[config.mk]
export PLATFORM = sky130hd
export DESIGN_NAME = asf_dev_flat
export DESIGN_NICKNAME = d
export VERILOG_FILES = /design/src/shared/asf_pkg.sv /design/src/shared/asf_if.sv /design/src/logic/asf_dev.sv /design/src/flat_wrapper.sv
export SDC_FILE = /design/constraint.sdc
export NUM_CORES = 1
export LEC_CHECK = 0
export ABC_AREA = 1
export CORE_MARGIN = 2
export CORE_UTILIZATION = 35
export DETAILED_ROUTE_END_ITERATION = 12
export DONT_BUFFER_PORTS = 1
export GPL_TIMING_DRIVEN = 0
export PLACE_DENSITY = 0.62
export SYNTH_ARGS = -nofsm -noshare
export SYNTH_HDL_FRONTEND = slang
export SYNTH_SLANG_ARGS = --single-unit
[constraint.sdc]
create_clock -name I_CLK_SYS -period 1.3 [get_ports I_CLK_SYS]
set_input_delay 0.065 -clock I_CLK_SYS [delete_from_list [all_inputs] [get_ports I_CLK_SYS]]
set_output_delay 0.065 -clock I_CLK_SYS [all_outputs]
set_load 0.03 [all_outputs]
[src/shared/asf_pkg.sv]
// Shared constants and types for the converter sequence flow control link.
// Functional notes
// - Trigger launches first conversion of active list.
// - Trigger from rising edge or kickoff write.
// - Kickoff bit clears when first sampling begins.
// - Kickoff sets only while converter is idle.
// - Restart-mode trigger during load raises kickoff error.
// - Trigger-mode restart auto-kicks once idle and done.
// - Done means end-of-list executed or abort active.
// - Trigger-mode restart plus trigger: error and halt.
// - Restart clears the command list index.
// - Load one background command; offset stays unswitched.
// - Early restart raises the rewind error flag.
// - Restart from rising edge or rewind write.
// - Double/double lists swap on ready plus rewind; code also requires list_done and ignores I_RES_DBL.
// - Enable bit seven gates abort-done interrupt.
// - Enable bit six gates flag overrun indication.
// - Double/single lists swap at end on both bits.
package asf_pkg;
  localparam logic [7:0] ASF_IRQ_EN_OFS    = 8'h07;
  localparam int         ASF_ABORT_IE_BIT  = 7;
  localparam int         ASF_OVR_IE_BIT    = 6;
  localparam logic [7:0] ASF_IRQ_EN_RST    = 8'h00;
  localparam int         ASF_IDX_W         = 6;
  localparam logic [5:0] ASF_IDX_RST       = 6'h00;
  localparam int         ASF_LOAD_CYCLES   = 2;
  localparam logic [1:0] ASF_LOAD_CNT_INIT = 2'h1;

  // Flow control modes selected by software.
  typedef enum logic {
    ASF_MODE_TRIGGER = 1'b0,
    ASF_MODE_RESTART = 1'b1
  } asf_mode_t;

  // Sequencer states.
  typedef enum logic [2:0] {
    ASF_ST_IDLE  = 3'b000,
    ASF_ST_LOAD  = 3'b001,
    ASF_ST_WAIT  = 3'b010,
    ASF_ST_CONV  = 3'b011,
    ASF_ST_DONE  = 3'b100,
    ASF_ST_HALT  = 3'b101
  } asf_state_t;
endpackage

[src/shared/asf_if.sv]
// Interface joining the event source end and the flow control end.
interface asf_if;
  logic trigger;      // Internal trigger interface signal.
  logic restart;      // Internal restart interface signal.
  modport src (output trigger, output restart);
  modport dev (input trigger, input restart);
endinterface

[src/logic/asf_dev.sv]
// Flow control end: sequences command lists on trigger and restart events.
module asf_dev
  import asf_pkg::*;
(
  input  wire logic       I_CLK_SYS,      // System clock.
  input  wire logic       I_RST,          // Asynchronous reset, active high.
  asf_if.dev              link,           // Internal event signals.
  input  wire logic       I_WR,           // Register write strobe.
  input  wire logic [7:0] I_ADDR,         // Register offset.
  input  wire logic [7:0] I_WDATA,        // Register write data.
  output logic      [7:0] O_RDATA,        // Enable register read data.
  input  wire logic       I_KICK_WR,      // Write setting kickoff bit.
  input  wire logic       I_REWIND_WR,    // Write setting rewind bit.
  input  wire logic       I_MODE,         // Flow mode, 1 is restart mode.
  input  wire logic       I_CMD_DBL,      // Command list double buffer.
  input  wire logic       I_RES_DBL,      // Result list double buffer.
  input  wire logic       I_SWAP_READY,   // List swap ready bit.
  input  wire logic       I_ABORT_AT_END, // Abort at list end select.
  input  wire logic       I_SAMPLE_START, // First conversion begins sampling.
  input  wire logic       I_CMD_DONE,     // Current command finished.
  input  wire logic       I_CMD_EOL,      // Current command is end of list.
  input  wire logic       I_ABORT,        // Sequence abort in progress.
  input  wire logic       I_ABORT_DONE,   // Sequence abort completed.
  input  wire logic       I_OVERRUN,      // Conversion or list-end overrun.
  output logic            O_KICKOFF,      // Conversion kickoff bit.
  output logic            O_REWIND,       // List rewind bit.
  output logic            O_KICK_ERR,     // Kickoff error flag.
  output logic            O_REWIND_ERR,   // Rewind error flag.
  output logic            O_BG_LOAD,      // Background command load pulse.
  output logic      [5:0] O_INDEX,        // Command list index.
  output logic            O_LIST_SEL,     // Active command list buffer.
  output logic            O_HALTED,       // Converter ceased operation.
  output logic            O_ABORT_IRQ,    // Gated abort-done indication.
  output logic            O_OVR_IRQ       // Gated overrun indication.
);
  asf_state_t           state_ff, nxt_state;
  logic                 conversion_kickoff_bit_prev_ff, rstrt_prev_ff;
  logic                 kick_ff, rewind_ff, kerr_ff, rerr_ff, load_ff;
  logic                 pend_kick_ff, sel_ff, halt_ff;
  logic [ASF_IDX_W-1:0] idx_ff;
  logic [1:0]           lcnt_ff;
  logic [7:0]           ie_ff, rdata_ff;
  logic                 abort_irq_ff, ovr_irq_ff;

  wire logic conversion_kickoff_bit_edge  = link.trigger & ~conversion_kickoff_bit_prev_ff;
  wire logic rstrt_edge = link.restart & ~rstrt_prev_ff;
  wire logic conversion_kickoff_bit_ev    = conversion_kickoff_bit_edge | I_KICK_WR;
  wire logic rstrt_ev   = rstrt_edge | I_REWIND_WR;
  wire logic conversion_kickoff_bit_mode  = (I_MODE == ASF_MODE_TRIGGER);
  wire logic idle       = (state_ff == ASF_ST_IDLE) |
                          (state_ff == ASF_ST_DONE) |
                          (state_ff == ASF_ST_WAIT);
  wire logic eol_exec   = I_CMD_DONE & I_CMD_EOL;
  wire logic eol_near   = I_ABORT_AT_END & I_CMD_EOL &
                          (state_ff == ASF_ST_CONV);
  wire logic list_done  = (state_ff == ASF_ST_DONE) | I_ABORT |
                          I_ABORT_DONE | eol_exec;
  wire logic in_load    = (state_ff == ASF_ST_LOAD);
  wire logic collide    = conversion_kickoff_bit_mode & rstrt_ev & conversion_kickoff_bit_ev;
  // A restart is taken only where the list may rewind, so the rewind
  // bit stands for a real load phase and can never be left set.
  wire logic go_load    = idle & ~collide & rstrt_ev &
                          (~conversion_kickoff_bit_mode | list_done);
  wire logic in_wait    = (state_ff == ASF_ST_WAIT);
  wire logic early_conversion_kickoff_bit = ~conversion_kickoff_bit_mode & in_load & conversion_kickoff_bit_ev;
  wire logic early_rst  = rstrt_ev & (state_ff == ASF_ST_CONV) &
                          ~(eol_exec | eol_near | I_ABORT |
                            I_ABORT_DONE);
  wire logic swap_ok    = I_CMD_DBL & I_SWAP_READY & rstrt_ev &
                          list_done;
  wire logic ie_hit     = I_WR & (I_ADDR == ASF_IRQ_EN_OFS);
  wire logic kick_set   = idle & ~halt_ff & ~collide & ~early_conversion_kickoff_bit &
                          (conversion_kickoff_bit_ev | (pend_kick_ff &
                           (state_ff == ASF_ST_WAIT)));

  // Next state of the sequencer.
  always_comb begin
    nxt_state = state_ff;
    unique case (state_ff)
      ASF_ST_IDLE, ASF_ST_DONE, ASF_ST_WAIT: begin
        if (collide) begin
          nxt_state = ASF_ST_HALT;
        end else if (rstrt_ev && (!conversion_kickoff_bit_mode || list_done)) begin
          nxt_state = ASF_ST_LOAD;
        end else if (kick_set) begin
          nxt_state = ASF_ST_CONV;
        end
      end
      ASF_ST_LOAD: begin
        if (lcnt_ff == 2'(ASF_LOAD_CYCLES - 1)) begin
          nxt_state = ASF_ST_WAIT;
        end
      end
      ASF_ST_CONV: begin
        if (collide) begin
          nxt_state = ASF_ST_HALT;
        end else if (eol_exec || I_ABORT_DONE) begin
          nxt_state = ASF_ST_DONE;
        end
      end
      ASF_ST_HALT: nxt_state = ASF_ST_HALT;
      default:     nxt_state = ASF_ST_HALT;
    endcase
  end

  // Sequencer state, index and list buffer select.
  always_ff @(posedge I_CLK_SYS or posedge I_RST) begin
    if (I_RST) begin
      state_ff      <= ASF_ST_IDLE;
      conversion_kickoff_bit_prev_ff  <= 1'b0;
      rstrt_prev_ff <= 1'b0;
      idx_ff        <= ASF_IDX_RST;
      lcnt_ff       <= 2'h0;
      sel_ff        <= 1'b0;
      load_ff       <= 1'b0;
    end else begin
      state_ff      <= nxt_state;
      conversion_kickoff_bit_prev_ff  <= link.trigger;
      rstrt_prev_ff <= link.restart;
      load_ff       <= in_load & (lcnt_ff == 2'h0);
      lcnt_ff       <= in_load ? lcnt_ff + ASF_LOAD_CNT_INIT : 2'h0;
      if (nxt_state == ASF_ST_LOAD && !in_load) begin
        idx_ff <= ASF_IDX_RST;
      end else if (state_ff == ASF_ST_CONV && I_CMD_DONE && !I_CMD_EOL) begin
        idx_ff <= idx_ff + 6'h01;
      end
      if (swap_ok) begin
        sel_ff <= ~sel_ff;
      end
    end
  end

  // Control bits and sticky error flags; setting wins over clearing.
  always_ff @(posedge I_CLK_SYS or posedge I_RST) begin
    if (I_RST) begin
      kick_ff      <= 1'b0;
      rewind_ff    <= 1'b0;
      kerr_ff      <= 1'b0;
      rerr_ff      <= 1'b0;
      pend_kick_ff <= 1'b0;
      halt_ff      <= 1'b0;
    end else begin
      kick_ff      <= kick_set | (kick_ff & ~I_SAMPLE_START);
      rewind_ff    <= go_load | (rewind_ff & ~in_wait);
      kerr_ff      <= kerr_ff | collide | early_conversion_kickoff_bit;
      rerr_ff      <= rerr_ff | early_rst;
      pend_kick_ff <= (conversion_kickoff_bit_mode & go_load) |
                      (pend_kick_ff & ~kick_set);
      halt_ff      <= halt_ff | collide;
    end
  end

  // Interrupt enable register and gated indications.
  always_ff @(posedge I_CLK_SYS or posedge I_RST) begin
    if (I_RST) begin
      ie_ff        <= ASF_IRQ_EN_RST;
      rdata_ff     <= ASF_IRQ_EN_RST;
      abort_irq_ff <= 1'b0;
      ovr_irq_ff   <= 1'b0;
    end else begin
      if (ie_hit) begin
        ie_ff <= I_WDATA;
      end
      rdata_ff     <= ie_ff;
      abort_irq_ff <= I_ABORT_DONE & ie_ff[ASF_ABORT_IE_BIT];
      ovr_irq_ff   <= I_OVERRUN & ie_ff[ASF_OVR_IE_BIT];
    end
  end

  assign O_RDATA      = rdata_ff;
  assign O_KICKOFF    = kick_ff;
  assign O_REWIND     = rewind_ff;
  assign O_KICK_ERR   = kerr_ff;
  assign O_REWIND_ERR = rerr_ff;
  assign O_BG_LOAD    = load_ff;
  assign O_INDEX      = idx_ff;
  assign O_LIST_SEL   = sel_ff;
  assign O_HALTED     = halt_ff;
  assign O_ABORT_IRQ  = abort_irq_ff;
  assign O_OVR_IRQ    = ovr_irq_ff;
endmodule

[src/flat_wrapper.sv]
// flat-port wrapper written by rule: the top's interface ports become plain ports
module asf_dev_flat import asf_pkg::*;
  (I_CLK_SYS, I_RST, I_WR, I_ADDR, I_WDATA, O_RDATA, I_KICK_WR, I_REWIND_WR, I_MODE, I_CMD_DBL, I_RES_DBL, I_SWAP_READY, I_ABORT_AT_END, I_SAMPLE_START, I_CMD_DONE, I_CMD_EOL, I_ABORT, I_ABORT_DONE, I_OVERRUN, O_KICKOFF, O_REWIND, O_KICK_ERR, O_REWIND_ERR, O_BG_LOAD, O_INDEX, O_LIST_SEL, O_HALTED, O_ABORT_IRQ, O_OVR_IRQ, link_trigger, link_restart);
  asf_if link_i ();
  input  wire logic I_CLK_SYS;
  input  wire logic I_RST;
  input  wire logic I_WR;
  input  wire logic [7:0] I_ADDR;
  input  wire logic [7:0] I_WDATA;
  output logic      [7:0] O_RDATA;
  input  wire logic I_KICK_WR;
  input  wire logic I_REWIND_WR;
  input  wire logic I_MODE;
  input  wire logic I_CMD_DBL;
  input  wire logic I_RES_DBL;
  input  wire logic I_SWAP_READY;
  input  wire logic I_ABORT_AT_END;
  input  wire logic I_SAMPLE_START;
  input  wire logic I_CMD_DONE;
  input  wire logic I_CMD_EOL;
  input  wire logic I_ABORT;
  input  wire logic I_ABORT_DONE;
  input  wire logic I_OVERRUN;
  output logic O_KICKOFF;
  output logic O_REWIND;
  output logic O_KICK_ERR;
  output logic O_REWIND_ERR;
  output logic O_BG_LOAD;
  output logic      [5:0] O_INDEX;
  output logic O_LIST_SEL;
  output logic O_HALTED;
  output logic O_ABORT_IRQ;
  output logic O_OVR_IRQ;
  input wire logic [$bits(link_i.trigger)-1:0] link_trigger;
  input wire logic [$bits(link_i.restart)-1:0] link_restart;
  assign link_i.trigger = link_trigger;
  assign link_i.restart = link_restart;
  asf_dev u_core (.I_CLK_SYS(I_CLK_SYS), .I_RST(I_RST), .link(link_i), .I_WR(I_WR), .I_ADDR(I_ADDR), .I_WDATA(I_WDATA), .O_RDATA(O_RDATA), .I_KICK_WR(I_KICK_WR), .I_REWIND_WR(I_REWIND_WR), .I_MODE(I_MODE), .I_CMD_DBL(I_CMD_DBL), .I_RES_DBL(I_RES_DBL), .I_SWAP_READY(I_SWAP_READY), .I_ABORT_AT_END(I_ABORT_AT_END), .I_SAMPLE_START(I_SAMPLE_START), .I_CMD_DONE(I_CMD_DONE), .I_CMD_EOL(I_CMD_EOL), .I_ABORT(I_ABORT), .I_ABORT_DONE(I_ABORT_DONE), .I_OVERRUN(I_OVERRUN), .O_KICKOFF(O_KICKOFF), .O_REWIND(O_REWIND), .O_KICK_ERR(O_KICK_ERR), .O_REWIND_ERR(O_REWIND_ERR), .O_BG_LOAD(O_BG_LOAD), .O_INDEX(O_INDEX), .O_LIST_SEL(O_LIST_SEL), .O_HALTED(O_HALTED), .O_ABORT_IRQ(O_ABORT_IRQ), .O_OVR_IRQ(O_OVR_IRQ));
endmodule
Word-level counts from Yosys, hierarchy flattened:

Cells that the tools add are included.

* register bits after elaboration: 39
* latch bits: 0
* bits in writable memories: 0
* bits in read-only memories: 0
* input port bits: 34
* output and inout bits: 23
* word-level logic and storage cells: 108
* memories: 0

* $add $sub $neg: 2
* multiply operators: 0
* div/mod/pow operators: 0
* $lt $le $gt $ge: 0
* equal/unequal tests: 7
* shift operators: 0
* multiplexer cells: 10
* bitwise logic cells: 60
* reductions and logical operators: 12

Operator list (number)
* 1-bit AND: 30
* 1-bit bitwise OR: 19
* 3-bit two-way mux: 6
* 6-bit two-way mux: 2
* 1-bit inverter: 11
* 3-bit one-hot mux with 3 select lines: 1
* 8-bit by 3-bit == test with 1-bit output, second input constant: 1
* 6-bit by 1-bit adder with 6-bit output, second input constant: 1
* 3-bit by 1-bit == test with 1-bit output, second input constant: 2
* 3-bit by 2-bit == test with 1-bit output, second input constant: 2
* 1-bit logical AND: 4
* 3-bit == test, second input constant: 1
* 3-bit logical NOT: 1
* 3-bit OR reduction: 1
* 2-bit by 1-bit adder with 2-bit output, second input constant: 1
* 2-bit by 1-bit == test with 1-bit output, second input constant: 1
* 1-bit logical NOT: 2
* 2-bit logical NOT: 1
* 1-bit logical OR: 2
* 2-bit two-way mux: 1
* 2-bit nonzero test: 1

Depth between registers and ports, before layout:

* depth after elaboration: 16
* mapped depth: 10
* depth with buffers taken out: 10

Least setup slack after synthesis:

Ideal clock, no wire load.

* path type: flip-flop to flip-flop
* start point: register u_core.state_ff[2]
* end point: register u_core.idx_ff[2] (netlist: u_core.O_INDEX[2])
* library setup time: 0.077 ns
* arrival time: 1.203 ns
* data required time: 1.223 ns
* setup slack: 0.019 ns
* cell stages (with the launch flop): 7
* buffers on the path: 0
* period minus slack after synthesis: 1.281 ns
* cells stage by stage: dfrtp_1 inv_2 nand3_2 nor3_4 nand2_2 or2_0 a21oi_1

* cells in the longest elaborated chain, start to end: 14
* elaborated cells between the ends (all ways): 36
* those cells by class: eq/ne (5); mux (8); bitwise (14); reduce/logical (9)

Ends and longest elaborated chain
* start: declaration: RTL line asf_dev.sv:36 `asf_state_t state_ff, nxt_state;`
* start signal: assignment: RTL line asf_dev.sv:117 `state_ff <= nxt_state;`
* 3-bit == test / 3-bit logical NOT (equally long branches)
* 1-bit bitwise OR: RTL line asf_dev.sv:50 `wire logic idle = (state_ff == ASF_ST_IDLE) |`
* 1-bit bitwise OR: RTL line asf_dev.sv:51 `(state_ff == ASF_ST_DONE) |`
* 1-bit AND (4 in a row): RTL line asf_dev.sv:72 `wire logic kick_set = idle & ~halt_ff & ~collide & ~early_conversion_kickoff_bit &`
* 3-bit two-way mux: RTL line asf_dev.sv:85 `end else if (kick_set) begin`
* 3-bit two-way mux: RTL line asf_dev.sv:83 `end else if (rstrt_ev && (!conversion_kickoff_bit_mode || list_done)) begin`
* 3-bit two-way mux: RTL line asf_dev.sv:81 `if (collide) begin`
* 3-bit one-hot mux with 3 select lines: RTL line asf_dev.sv:79 `unique case (state_ff)`
* 3-bit by 1-bit == test with 1-bit output: RTL line asf_dev.sv:122 `if (nxt_state == ASF_ST_LOAD && !in_load) begin`
* 1-bit logical AND: RTL line asf_dev.sv:122
* 6-bit two-way mux / 2-bit nonzero test (equally long branches)
* end signal: assignment: RTL line asf_dev.sv:125 `idx_ff <= idx_ff + 6'h01;`
* end: declaration: RTL line asf_dev.sv:40 `logic [ASF_IDX_W-1:0] idx_ff;`

Several ways; a longest one is shown, not always the timed one.
A chain may end at the register's enable or synchronous reset.

Worst setup path in the final report:

* start point: register u_core.state_ff[0]
* end point: register u_core.state_ff[2]

* cells in the longest elaborated chain, start to end: 11
* elaborated cells between the ends (all ways): 26
* those cells by class: eq/ne (4); mux (4); bitwise (14); reduce/logical (4)

Ends and longest elaborated chain (RTL line)
* 3-bit == test / 3-bit logical NOT (equally long branches)
* 1-bit bitwise OR: asf_dev.sv:50
* 1-bit bitwise OR: asf_dev.sv:51
* 1-bit AND (4 in a row): asf_dev.sv:72
* 3-bit two-way mux: asf_dev.sv:85
* 3-bit two-way mux: asf_dev.sv:83
* 3-bit two-way mux: asf_dev.sv:81
* 3-bit one-hot mux with 3 select lines (*): asf_dev.sv:79
* named net u_core.nxt_state[2]: asf_dev.sv:36

Mark *: on every way through the listed nets, which the timed path passes. The rest lies on a longest branch.

==> reports/results.ini <==
[synthesis]
postSynthCellCount=179
main_combinational_cell_family_by_area_after_synthesis=simple AND/OR/NAND/NOR gates
synth-seq-area-share_pct=58.7
synthDominantAreaCellType=dfrtp_1
synthesized_area_um2=1660
synth_nets=216
synthesis.yosys.warnings=0
synth-seq-cells=39
synth-xor-area-share_pct=2.11
ys_top_cells_by_area=dfrtp_1 (59%), nand2_1 (8.6%), inv_1 (7.7%)
post_synth_and_or_nand_nor_area_fraction_pct=21.8
synth_cell_types=24
post_synthesis_compound_gate_area_fraction_pct=6.93
yosys-mux-area-fraction_pct=0
synth_fa_ha_area_share_pct=2.26
mean_post_synth_cell_area_um2=9.28
synth_largest_type_area_fraction_pct=58.7

[global_routing]
overflow=0
grt_antenna_before_repair=0
grt_usage_pct=14.4
grt_first_pass_wirelength_um=5650
grt_start_max_net_pins=40
first_global_vias=1261

[die]
floorplan.initialDensity_pct=35.7
dieArea_um2=5310
fp-row-count=25
core_area_um2=4660
chipHeight_um=72.9
die_w_um=72.9
ios=57

[clocking]
cts.reportedPaths.clkPinSlew_ns=0.08
clock-root-buffer=clkbuf_8
clock_buffer_count_from_cts=5
cts.sinks=39
worst_skew_pair.late_latency_ns=0.29
max-clock-path-buffers=2
cts_tree=yes
cts_max_level=2

[sta]
final_critical_path_setup_slack_ns=-0.0436
unrepaired_setup_endpoints_after_global_routing=true
setup-violations-final=3
tightest_slew_ns=0.806
report.final.slew_viol_count=0
final.period_utilization_pct=103
timing.clock.skew_ns=0.00292
final_period_minus_worst_setup_slack_ns=1.34
maxClockFrequency_ghz=0.744
max-slew-margin-rel_pct=46.2
report.final.hold_viol_count=0

[pwr]
pwr_density_cell_nw_per_um2=1630
peakVddDrop_mv=0.623
power_leakage_nw=1.10

[worst_hold_path]
min_from=I_ABORT_AT_END
hp-class=in -> reg

[worst_setup_path]
regToRegStartpoint=u_core.state_ff[0]
critical_path_peak_fanout=5
worstSetupEndpointType=flip-flop
critPathRequiredTime_ns=1.49
worstSetupStartpointType=flip-flop
crit_slowest_cell=dfrtp_2
arrival_ns=1.53
critPathLaunch=u_core.state_ff[0]
critical_path_class=reg -> reg
slowest_stage_delay_cp_ns=0.48
crit_path_cell_trace=buf_4 > inv_1 > nand4_1 > nand2_2 > nand3_4 > nand3_2 > nand2_1 > nand2_1 > nand2_1
worst_path_most_repeated_cell=nand2_1

[placed_design]
io_buffer_count=0
dpl.hpwl_um=2260
place.detailed.instances=233
placedInstanceArea_um2=1730
gpl.final_weighted_congestion=0.712

[detailed_routing]
drcViolationCount=0
firstDrtPassIters=4
vias_per_cell=4.80
finalWirelength_um=3530
route.detailed.wl_per_inst_um=13.1
drt_iter0_drc=71
number_of_nets_with_antenna_violations_after_detailed_routing=0
route.vias.total=1292

[layout]
final_util_pct=46.5
design_area_um2=2170
stdcell_count=269
nNetsFinal=251
ant_cells=0
ratio_of_cells_with_drive_above_1_in_the_final_layout_pct=19.5
area_delta_synth_final_pct=30.4

[status]
violations_in_the_final_reports=setup timing
status=complete, but fails checks

[job]
number_of_maximum_capacitance_violations=0

==> timing repair <==
item                       CTS  global route
setup endpoints to repair   12            12
pin swaps                    5             6
hold buffers                16             0
hold endpoints to repair    54             0
resized for setup            9            16
buffers inserted             9             3
==> per-stage QoR <==
step	hold slack, ns	setup WS [ns]	setup TNS, ns	total power [mW]
5_1_grt	0.0247	-0.133	-0.815	3.73
6_report	0.0166	-0.0436	-0.0742	3.53
4_1_cts	0.00520	-0.0888	-0.285	3.41
3_5_place_dp	0.0965	-0.260	-2.31	2.36
2_1_floorplan	0.0964	0.0194	0	2.22
3_3_place_gp	0.0965	-0.225	-6.38	2.34
==> per-layer routing <==
layer	vias up	global-route usage [%]	routed length [um]
met5	-	0	0
met4	0	8.02	81
met3	7	5.39	238
met2	46	22.6	1660
met1	607	17.1	1550
li1	632	-	-
==> layout make-up <==
cell class	instances	area, um^2
fill	454	2490
sequential	39	978
multi-input combinational	104	643
timing repair buffer	28	254
inverter	35	131
clock buffer	5	68.8
tap	54	67.6
clock inverter	3	20.0
buffer	1	3.75
==> synthesized netlist by cell type (all sizes together) <==
| cell | number |
|---|---|
| nor3 | 3 |
| nand2 | 39 |
| a41o | 1 |
| xor2 | 3 |
| nand4 | 5 |
| xnor2 | 1 |
| o21bai | 2 |
| clkbuf | 1 |
| a21oi | 7 |
| nand3b | 2 |
| dfrtp | 39 |
| nor4 | 1 |
| ha | 3 |
| nor2 | 13 |
| inv | 35 |
| nor3b | 1 |
| nand3 | 11 |
| o21ai | 11 |
| or2 | 1 |
==> cell usage in the layout (no fill, tap or decap), drive strengths merged, types with 2 or more instances in the layout <==
cell type / n
o21ai: 11
clkinvlp: 2
nand3b: 2
o21bai: 2
buf: 12
ha: 3
a21oi: 7
nand2: 39
dfrtp: 39
inv: 35
nand3: 11
dlygate4sd3: 16
nor2: 13
xor2: 3
nor3: 3
clkbuf: 6
nand4: 5
==> kinds of logic after synthesis <==
| kind of cell | Yosys count |
|---|---|
| AO/OA/AOI/OAI | 21 |
| XOR/XNOR | 4 |
| adder cells (fa/ha/maj) | 3 |
| buffers and inverters | 36 |
| flip-flops | 39 |
| AND/OR/NAND/NOR | 76 |
==> final timing paths <==
kind | to | slack (ns) | depth (start not counted)
setup / recovery | u_core.state_ff[2] | -0.04 | 9
hold / removal | u_core.O_REWIND_ERR | 0.02 | 2
setup reg to reg | u_core.state_ff[2] | -0.04 | 9
hold reg to reg | u_core.O_RDATA[1] | 0.38 | 0
max in group asynchronous | u_core.state_ff[0] | 0.36 | 2
min in group asynchronous | u_core.O_OVR_IRQ | 0.38 | 2
==> report_power, final <==
group,switching [mW],internal (mW)
logic,0.507,0.425
clock network,0.452,0.373
registers,0.373,1.40
==> critical path, delay by kind of cell, from the launching register on <==
kind	cells	cell delay, ns
and+or+nand+nor	7	0.53
buffers and inverters	2	0.24
DFF	1	0.48
==> registers in the layout, indices dropped and copies added, names as in the netlist <==
register                               cells
u_core.O_RDATA                             8
u_core.ie_ff                               8
u_core.O_INDEX                             6
u_core.state_ff                            3
u_core.lcnt_ff                             2
u_core.O_ABORT_IRQ                         1
u_core.O_BG_LOAD                           1
u_core.O_HALTED                            1
u_core.O_KICKOFF                           1
u_core.O_KICK_ERR                          1
u_core.O_LIST_SEL                          1
u_core.O_OVR_IRQ                           1
u_core.O_REWIND                            1
u_core.O_REWIND_ERR                        1
u_core.conversion_kickoff_bit_prev_ff      1
u_core.pend_kick_ff                        1
u_core.rstrt_prev_ff                       1
No activity file was read; power rests on OpenSTA's default activity.
